[src/inc/sdd_pkg.sv]
// Package of constants and types for the sigma-delta decimator with clock divider
//------------------------------------------------------------------------------
//------------------------------------------------------------------------------
package sdd_pkg;
	// Power mode field encodings
	localparam logic [1:0] SDD_PWR_HR = 2'h2;
	localparam logic [1:0] SDD_PWR_LP = 2'h1;
	localparam logic [1:0] SDD_PWR_VLP = 2'h0;
	// Oscillator divide ratios, as log2
	localparam logic [1:0] SDD_DIV_LOG_HR = 2'h0;
	localparam logic [1:0] SDD_DIV_LOG_LP = 2'h1;
	localparam logic [1:0] SDD_DIV_LOG_VLP = 2'h2;
	// Ratio code layout: ratio = 2^(code + base)
	localparam int SDD_OSR_BASE_LOG = 7;
	localparam logic [2:0] SDD_OSR_SPLIT_CODE = 3'h3;
	localparam int SDD_SINC3_MAX_LOG = 10;
	// Settled conversions taken from the fast path
	localparam logic [1:0] SDD_FAST_CONV = 2'h2;
	// Widths: sinc3 growth 3*10+1, sinc1 adds 4 bits
	localparam int SDD_ACC_W = 32;
	localparam int SDD_OUT_W = 32;
	localparam int SDD_CNT_W = 14;
	localparam int SDD_NCH = 2;

	// Configuration carried as one group
	typedef struct packed {
		logic clk_sel;
		logic [1:0] power_mode_field;
		logic [2:0] osr_code;
	} sdd_cfg_t;

	// Output sample with its source path
	typedef struct packed {
		logic from_sinc3;
		logic [SDD_OUT_W-1:0] value;
	} sdd_sample_t;
endpackage

[src/sdd_clkdiv.sv]
// Main and modulator clock-enable generator, divided by power mode on the oscillator only
`timescale 1ns/1ns
module sdd_clkdiv
	import sdd_pkg::*;
(
	// Clock and reset
	input wire logic clk,
	input wire logic rst,
	input wire logic ce,
	// Mode and source
	input wire logic osc_tick,
	input wire logic ext_tick,
	input wire sdd_cfg_t cfg,
	// Enables
	output logic mclk_en,
	output logic mod_en
);
	logic [1:0] div_q, div_d;
	logic half_q, half_d;
	logic [1:0] div_log;
	logic src_tick;

	//------------------------------------------------------------------
	// Divider
	//------------------------------------------------------------------
	// Source choice: no sequencer, so the host must stand by first
	always_comb begin
		src_tick = cfg.clk_sel ? osc_tick : ext_tick;
		unique case (cfg.power_mode_field)
			SDD_PWR_HR: div_log = SDD_DIV_LOG_HR;
			SDD_PWR_LP: div_log = SDD_DIV_LOG_LP;
			default: div_log = SDD_DIV_LOG_VLP; // Unused code treated as lowest power
		endcase
		div_d = div_q;
		half_d = half_q;
		mclk_en = 1'b0;
		if (src_tick) begin
			if (!cfg.clk_sel || div_q == ((2'h1 << div_log) - 2'h1)) begin
				div_d = 2'h0;
				mclk_en = 1'b1;
				half_d = ~half_q;
			end else begin
				div_d = div_q + 2'h1;
			end
		end
		mod_en = mclk_en & half_q;
	end

	// Registers
	always_ff @(posedge clk or posedge rst) begin
		if (rst) begin
			div_q <= 2'h0;
			half_q <= 1'b0;
		end else if (ce) begin
			div_q <= div_d;
			half_q <= half_d;
		end
	end
endmodule // sdd_clkdiv

[src/sdd_decimator.sv]
// Two-channel sinc3 / fast-settling sinc1 decimator with clock division
`timescale 1ns/1ns
module sdd_decimator
	import sdd_pkg::*;
(
	// Clock and reset
	input wire logic clk,
	input wire logic rst,
	input wire logic ce,
	// Clock sources, oscillator and external clock levels, sampled as data
	input wire logic osc_pin,
	input wire logic external_clock_input,
	// Configuration
	input wire sdd_cfg_t cfg,
	// Modulator bit-streams
	input wire logic [SDD_NCH-1:0] mod_bit,
	// Sample outputs
	output sdd_sample_t [SDD_NCH-1:0] sample,
	output logic sample_valid,
	output logic mod_clk_en
);
	logic [1:0] osc_s_q, ext_s_q;
	logic osc_p_q, ext_p_q;
	logic [SDD_NCH-1:0] bit_s1_q, bit_s2_q;
	logic mclk_en, mod_en;
	logic [SDD_CNT_W-1:0] cnt_q, cnt_d;
	logic [SDD_CNT_W-1:0] s3_last, total_last;
	logic s3_dump, out_dump;
	logic [3:0] s1_log;
	int s3_shift;
	logic [1:0] conv_q, conv_d;
	logic valid_q, valid_d;

	//------------------------------------------------------------------
	// Pin synchronisers and edge ticks
	//------------------------------------------------------------------
	// Oscillator and external clock are sampled as data; two stages first
	always_ff @(posedge clk or posedge rst) begin
		if (rst) begin
			osc_s_q <= 2'h0;
			ext_s_q <= 2'h0;
			osc_p_q <= 1'b0;
			ext_p_q <= 1'b0;
		end else if (ce) begin
			osc_s_q <= {osc_s_q[0], osc_pin};
			ext_s_q <= {ext_s_q[0], external_clock_input};
			osc_p_q <= osc_s_q[1];
			ext_p_q <= ext_s_q[1];
		end
	end

	// Clock enables for main clock and modulator
	sdd_clkdiv sdd_clkdiv_i (
		.clk(clk),
		.rst(rst),
		.ce(ce),
		.osc_tick(osc_s_q[1] & ~osc_p_q),
		.ext_tick(ext_s_q[1] & ~ext_p_q),
		.cfg(cfg),
		.mclk_en(mclk_en),
		.mod_en(mod_en)
	);
	// Gated so that a tick held by a frozen divider is not seen outside
	assign mod_clk_en = mod_en & ce;

	//------------------------------------------------------------------
	// Decimation counter
	//------------------------------------------------------------------
	// Ratio code split: above the split code sinc3 stays at 1024
	always_comb begin
		if (cfg.osr_code > SDD_OSR_SPLIT_CODE) begin
			s3_last = SDD_CNT_W'((1 << SDD_SINC3_MAX_LOG) - 1);
			s1_log = 4'(cfg.osr_code - SDD_OSR_SPLIT_CODE);
			// Left-justify full scale: sinc3 grows 3 bits per ratio bit, sinc1 one
			s3_shift = SDD_ACC_W - 1 - 3 * SDD_SINC3_MAX_LOG - int'(s1_log);
		end else begin
			s3_last = SDD_CNT_W'((1 << (SDD_OSR_BASE_LOG + 32'(cfg.osr_code))) - 1);
			s1_log = 4'h0;
			s3_shift = SDD_ACC_W - 1 - 3 * (SDD_OSR_BASE_LOG + int'(cfg.osr_code));
		end
		total_last = SDD_CNT_W'((1 << (SDD_OSR_BASE_LOG + 32'(cfg.osr_code))) - 1);
		s3_dump = mod_en && ((cnt_q & s3_last) == s3_last);
		out_dump = mod_en && (cnt_q == total_last);
		cnt_d = cnt_q;
		if (mod_en)
			cnt_d = out_dump ? '0 : cnt_q + 1'b1;
	end

	// Modulator bits synchronised before the filters read them
	always_ff @(posedge clk or posedge rst) begin
		if (rst) begin
			bit_s1_q <= '0;
			bit_s2_q <= '0;
		end else if (ce) begin
			bit_s1_q <= mod_bit;
			bit_s2_q <= bit_s1_q;
		end
	end

	//------------------------------------------------------------------
	// Filter channels
	//------------------------------------------------------------------
	// Both paths run in parallel on every channel
	for (genvar ch = 0; ch < SDD_NCH; ch++) begin : g_ch
		logic [SDD_ACC_W-1:0] i1_q, i2_q, i3_q, d1_q, d2_q, d3_q;
		logic [SDD_ACC_W-1:0] i1_d, i2_d, i3_d, d1_d, d2_d, d3_d;
		logic [SDD_ACC_W-1:0] c1, c2, c3, fast_q, fast_d;
		// Room for sixteen full-scale sinc3 words before the final shift
		logic [SDD_ACC_W+3:0] s1acc_q, s1acc_d, s1_sum;
		logic [SDD_ACC_W-1:0] s3_out_q, s3_out_d;
		sdd_sample_t smp_q, smp_d;

		// Integrators at modulator rate, combs at sinc3 rate
		always_comb begin
			i1_d = i1_q;
			i2_d = i2_q;
			i3_d = i3_q;
			d1_d = d1_q;
			d2_d = d2_q;
			d3_d = d3_q;
			s1acc_d = s1acc_q;
			fast_d = fast_q;
			s3_out_d = s3_out_q;
			smp_d = smp_q;
			c1 = i3_q - d1_q;
			c2 = c1 - d2_q;
			c3 = c2 - d3_q;
			s1_sum = s1acc_q + (SDD_ACC_W+4)'(c3);
			if (mod_en) begin
				// Averaging of the one's density stream
				i1_d = i1_q + SDD_ACC_W'(bit_s2_q[ch]);
				i2_d = i2_q + i1_q;
				i3_d = i3_q + i2_q;
				// Last bit of a period goes to the output, so the next count starts empty
				fast_d = out_dump ? '0 : fast_q + SDD_ACC_W'(bit_s2_q[ch]);
				if (s3_dump) begin
					d1_d = i3_q;
					d2_d = c1;
					d3_d = c2;
					s3_out_d = c3;
					s1acc_d = out_dump ? '0 : s1_sum;
				end
				if (out_dump) begin
					// Scale to common full-scale position
					smp_d.from_sinc3 = (conv_q == SDD_FAST_CONV);
					smp_d.value = (conv_q == SDD_FAST_CONV)
						? ((s3_shift >= 0) ? SDD_OUT_W'(s1_sum << s3_shift)
							: SDD_OUT_W'(s1_sum >> (-s3_shift)))
						: ((fast_q + SDD_ACC_W'(bit_s2_q[ch]))
							<< (SDD_ACC_W - 1 - SDD_OSR_BASE_LOG - 32'(cfg.osr_code)));
				end
			end
		end

		// Channel registers
		always_ff @(posedge clk or posedge rst) begin
			if (rst) begin
				i1_q <= '0;
				i2_q <= '0;
				i3_q <= '0;
				d1_q <= '0;
				d2_q <= '0;
				d3_q <= '0;
				s1acc_q <= '0;
				fast_q <= '0;
				s3_out_q <= '0;
				smp_q <= '0;
			end else if (ce) begin
				i1_q <= i1_d;
				i2_q <= i2_d;
				i3_q <= i3_d;
				d1_q <= d1_d;
				d2_q <= d2_d;
				d3_q <= d3_d;
				s1acc_q <= s1acc_d;
				fast_q <= fast_d;
				s3_out_q <= s3_out_d;
				smp_q <= smp_d;
			end
		end
		assign sample[ch] = smp_q;
	end

	//------------------------------------------------------------------
	// Path selection and output strobe
	//------------------------------------------------------------------
	// Two fast conversions, then sinc3 until reset; counter saturates
	always_comb begin
		conv_d = conv_q;
		valid_d = out_dump;
		if (out_dump && conv_q != SDD_FAST_CONV)
			conv_d = conv_q + 2'h1;
	end

	// Reset restarts count and fast-path choice together
	always_ff @(posedge clk or posedge rst) begin
		if (rst) begin
			cnt_q <= '0;
			conv_q <= 2'h0;
			valid_q <= 1'b0;
		end else if (ce) begin
			cnt_q <= cnt_d;
			conv_q <= conv_d;
			valid_q <= valid_d;
		end
	end
	assign sample_valid = valid_q & ce;
endmodule // sdd_decimator

[config.mk]
export PLATFORM = sky130hd
export DESIGN_NAME = sdd_decimator
export DESIGN_NICKNAME = d
export VERILOG_FILES = /design/src/inc/sdd_pkg.sv /design/src/sdd_clkdiv.sv /design/src/sdd_decimator.sv
export SDC_FILE = /design/constraint.sdc
export NUM_CORES = 2
export LEC_CHECK = 0
export BUFFER_PORTS_ARGS = -buffer_cell sky130_fd_sc_hd__buf_2
export CAP_MARGIN = 25
export CORE_ASPECT_RATIO = 1.4
export CORE_MARGIN = 2
export CORE_UTILIZATION = 60
export CTS_CLUSTER_DIAMETER = 30
export CTS_CLUSTER_SIZE = 8
export DETAILED_ROUTE_END_ITERATION = 8
export GPL_TIMING_DRIVEN = 0
export PLACE_DENSITY = 0.85
export SLEW_MARGIN = 25
export SYNTH_ARGS = -nofsm -noshare
export SYNTH_HDL_FRONTEND = slang
export SYNTH_SLANG_ARGS = --single-unit
export TNS_END_PERCENT = 10
[constraint.sdc]
create_clock -name clk -period 50.3 [get_ports clk]
set_clock_uncertainty 0.05 [all_clocks]
set_input_delay 10.06 -clock clk [delete_from_list [all_inputs] [get_ports clk]]
set_output_delay 10.06 -clock clk [all_outputs]
set_load 0.005 [all_outputs]
==> impl_metrics.toml, run 1 <==
[logic_synthesis]
syn_area_um2 = 52800
synth-edff-count = 0
synth_cells = 6625
synthArstFlopShare_pct = 100
yosysUniqueCellTypes = 104
ys_seq_area_share_pct = 27.6
ys.flop_type = "dfrtp_1"
syn-num-nets = 7061
syn_area_per_cell_um2 = 7.97
yosys_warnings = 0
yosys_register_bits = 583

[cts]
hold_buffers = 0
cts_buffer_depth = 3
cts.repair.resized = 0
postCtsSetupBuffers = 0
cts_num_sinks = 583
cts_root_buffer = "clkbuf_16"
htree_levels = 3
numCtsBuffers = 114

[status]
stop_error = "[ERROR GRT-0116] Global routing finished with congestion. Check the congestion regions in the DRC Viewer."
status = "did not finish"
stop_stage = "global routing (5_1_grt)"

[die]
die_w_um = 255
placementRows = 128
die_h_um = 355
ioPinCount = 81
start_util_pct = 60.6

[placement]
port_buffers = 80
dp_hpwl_um = 193000
post_dp_cell_area_um2 = 55000
place_congestion = 1.16
pre_cts_ws_ns = 25.53

[global_route]
grtUsageTotal_pct = 73.2
grt_pass1_wl_um = 496000
grt_pass1_vias = 69800
gr-total-overflow = 277
grt_max_degree = 106
-- through the flow --
| step | std cells | utilization (%) |
|---|---|---|
| 4_1_cts | 8088 | 67.5 |
| 2_1_floorplan | 6625 | - |
| 3_3_place_gp | 7875 | 62.7 |
| 3_5_place_dp | 7887 | 63.1 |
-- cell families after synthesis --
kind of cell | Yosys count | share of synthesized area, %
buffers and inverters | 668 | 4.82
adder cells (fa/ha/maj) | 423 | 10.2
multiplexers | 185 | 4.81
XOR/XNOR | 426 | 7.09
flip-flops | 583 | 27.6
AO/OA/AOI/OAI | 2160 | 26.3
AND/OR/NAND/NOR | 2180 | 19.2
-- layer usage --
metal / GRT usage, % / GRT overflow
met2: 91.5 / 136
met1: 73.4 / 1
met4: 76.9 / 132
met3: 53.5 / 8
met5: 16.4 / 0
-- Yosys cell counts, types with 50 or more instances --
cell type,n,area (um^2)
o21a_1,84,631
xor2_1,178,1560
dfrtp_1,583,14600
o31ai_1,112,841
inv_1,327,1230
o21ai_0,652,3260
a21oi_1,446,2230
mux2i_1,86,861
and2_1,54,338
nor2_1,453,1700
nand3_1,167,836
o211ai_1,84,631
ha_1,411,5140
xnor2_1,247,2160
a21o_1,156,1170
a211oi_1,95,713
and3_1,83,519
nand2_1,896,3360
clkbuf_1,275,1030
mux4_2,50,1130
nor3_1,127,636
nand2b_1,77,482
a31oi_1,74,463
nor2b_1,57,357
==> inputs of run 2 (changes only) <==
CORE_ASPECT_RATIO = default   (was 1.4)
CORE_UTILIZATION = 40   (was 60)
CTS_CLUSTER_DIAMETER = default   (was 30)
CTS_CLUSTER_SIZE = default   (was 8)
PLACE_DENSITY = default   (was 0.85)
PLACE_DENSITY_LB_ADDON = 0.15   (was default)
==> run 2 against run 1 <==
The flow now finishes without violations. Synthesized cell count unchanged. Area after synthesis unchanged.
==> impl_metrics.toml, run 2 <==
[power_and_ir_drop]
total_power_uw = 1680
clockPowerShare_pct = 36.0
power.switching_uw = 683
p_leak_uw = 0.0270
ir_worst_vdd_v = 0.0000259
pwr-share-comb_pct = 34.0
pwr_density_cell_nw_per_um2 = 28.7
pwr-share-seq_pct = 30.0
intPower_uw = 996
swShare_pct = 40.7

[route]
post_drt_wl_per_cell_um = 28.1
drc = 0
drt_iter0_markers = 4941
via_per_inst = 6.14
firstDrtPassIters = 7
final_antenna_net_count = 0
routed_wirelength_um = 242000
vias = 52900

[logic_synthesis]
syn_area_um2 = 52800
yosysUniqueCellTypes = 104
syn-num-nets = 7061
ys.flop_type = "dfrtp_1"
yosys.area.top_type = "dfrtp_1"
yosys_register_bits = 583
ys_seq_area_share_pct = 27.6
yosys_warnings = 0
ys_top_cells_by_area = "dfrtp_1 (28%), ha_1 (9.7%), nand2_1 (6.4%), o21ai_0 (6.2%), a21oi_1 (4.2%)"
post-synth-top-count-cell = "nand2_1"
synth-edff-count = 0
synthTopCellsByCount = "nand2_1 (896), o21ai_0 (652), dfrtp_1 (583)"
synth_cells = 6625
syn_area_per_cell_um2 = 7.97
synthArstFlopShare_pct = 100
synth_top_cell_area_share_pct = 27.6

[flow_run]
maxCapViolations = 0

[cts]
postCtsSetupBuffers = 0
htree_levels = 3
cts_num_sinks = 583
cts_buffer_depth = 3
hold_buffers = 0
clkSlewWorstSetupHoldPaths_ns = 0.06
cts.repair.resized = 0
cts_tree = "built"
clock_latency_ns = 0.73
numCtsBuffers = 78
cts_root_buffer = "clkbuf_16"

[die]
core_area_um2 = 131000
die_area_um2 = 135000
die_w_um = 367
start_util_pct = 40.2
die_h_um = 367
placementRows = 133
ioPinCount = 81

[global_route]
grt_pass1_vias = 50500
antenna_found_initial = 7
grt_max_degree = 95
grt_pass1_wl_um = 352000
grtUsageTotal_pct = 35.1
gr-total-overflow = 0

[worst_hold_path]
hold_start = "sample[3]"
hold_path_depth = 2
hp-class = "reg -> reg"
hold_end = "sample[3]"

[cells_and_area]
layout.cells.most_common = "nand2_1"
largest_register = "g_ch.s1acc_q"
fill_cells = 13300
syn_to_final_growth_pct = 11.0
largest_register_ffs = 72
final_cell_mix = "nand2_1 (896), o21ai_0 (648), dfrtp_1 (583), nor2_1 (453), a21oi_1 (445)"
drive_gt1_share_pct = 6.95
fin_nets = 7238

[timing]
fin_tns_setup_ns = 0
hold_violations = 0
rsz0062_at_grt = "no"
min_period_ns = 24.64
fmax_mhz = 40.6
max_slew_margin_pct = 16.3
maxSlewViolCount = 0
worstMarginPinSlew_ns = 1.26
fin_crit_sh_pct = 49.0
finalSetupViolations = 0

[setup_path]
reg2reg_to = "sample[38]"
r2r-start = "g_ch[1].i3_q[0]"
critPathCaptureType = "output pin"
critPathKind = "in -> out"
startpoint_type = "primary input"
critical_path.max_fanout = 10
reg2reg_depth = 39
critical_path_arrival_ns = 14.53
r2r_setup_slack_ns = 37.41
crit_required_ns = 40.19

[placement]
place_congestion = 1.09
dp_hpwl_um = 194000
port_buffers = 80

[status]
status = "completed"
run 2: area by class of cell:
| cell class | count | area, um^2 | share of cell area (%) |
|---|---|---|---|
| plain buffers | 337 | 1330 | 2.26 |
| repair buffers | 97 | 679 | 1.16 |
| clock inverters | 38 | 527 | 0.899 |
| well taps | 1755 | 2200 | 3.75 |
| multi-input cells | 5374 | 35800 | 61.2 |
| diodes | 1 | 2.50 | 0.00427 |
| flip-flops and latches | 583 | 14600 | 24.9 |
| clock buffers | 104 | 2200 | 3.75 |
| inverters | 331 | 1250 | 2.13 |
run 2: worst max-delay path, cell delays in order:
cell and delay (ns):
buf_2 0.07, inv_1 0.03, ha_1 0.29, xor2_1 0.15
o21ai_0 0.36, and3_1 0.45, nand2_1 0.61, inv_1 0.30
clkbuf_2 0.57, clkbuf_2 0.62, buf_1 0.68, buf_2 0.25
run 2: cell families after synthesis:
logic type | Yosys count | synth area share [%]
and+or+nand+nor | 2180 | 19.2
xor gates and xnor gates | 426 | 7.09
DFF | 583 | 27.6
adders and majority gates | 423 | 10.2
AOI/OAI and AO/OA | 2160 | 26.3
muxes | 185 | 4.81
buffers and inverters | 668 | 4.82
run 2: power groups by stage:
stage / Sequential (uW) / Clock [uW] / Combinational, uW
after floorplan: 505 / 0 / 326
after global placement: 512 / 0 / 543
after detailed placement: 512 / 0 / 544
after CTS: 503 / 617 / 547
after global routing: 506 / 635 / 597
final: 504 / 604 / 572
run 2: worst max path at each step:
stage	start	endpoint	slack [ns]
2_1_floorplan	rst	bit_s1_q[0]	23.88
3_3_place_gp	rst	cnt_q[6]	15.74
3_5_place_dp	cfg[3]	mod_clk_en	25.62
4_1_cts	cfg[3]	mod_clk_en	25.61
5_1_grt	cfg[3]	mod_clk_en	25.52
6_report	cfg[3]	mod_clk_en	25.66
run 2: metal layers:
metal,vias to the layer above,share of wire (%),GRT usage [%]
met4,4,8.3,24.6
li1,24400,-,-
met2,2192,45,56.8
met5,-,0.0087,0
met3,660,6.5,5.36
met1,25600,40,42.8
run 2: per-stage QoR:
stage / area [um^2] / hold slack, ns / utilization (%) / worst slack (ns) / cells
6_report: 58600 / 0.425 / 44.6 / 25.66 / 8620
5_1_grt: 58600 / 0.458 / 44.6 / 25.52 / 8620
4_1_cts: 58600 / 0.427 / 44.6 / 25.61 / 8617
3_5_place_dp: 55800 / 0.414 / 42.5 / 25.62 / 8475
3_3_place_gp: 55400 / 0.413 / 42.2 / 15.74 / 8460
2_1_floorplan: 52800 / 0.388 / - / 23.88 / 6625
Note: power is estimated with default switching activity, not from simulation.
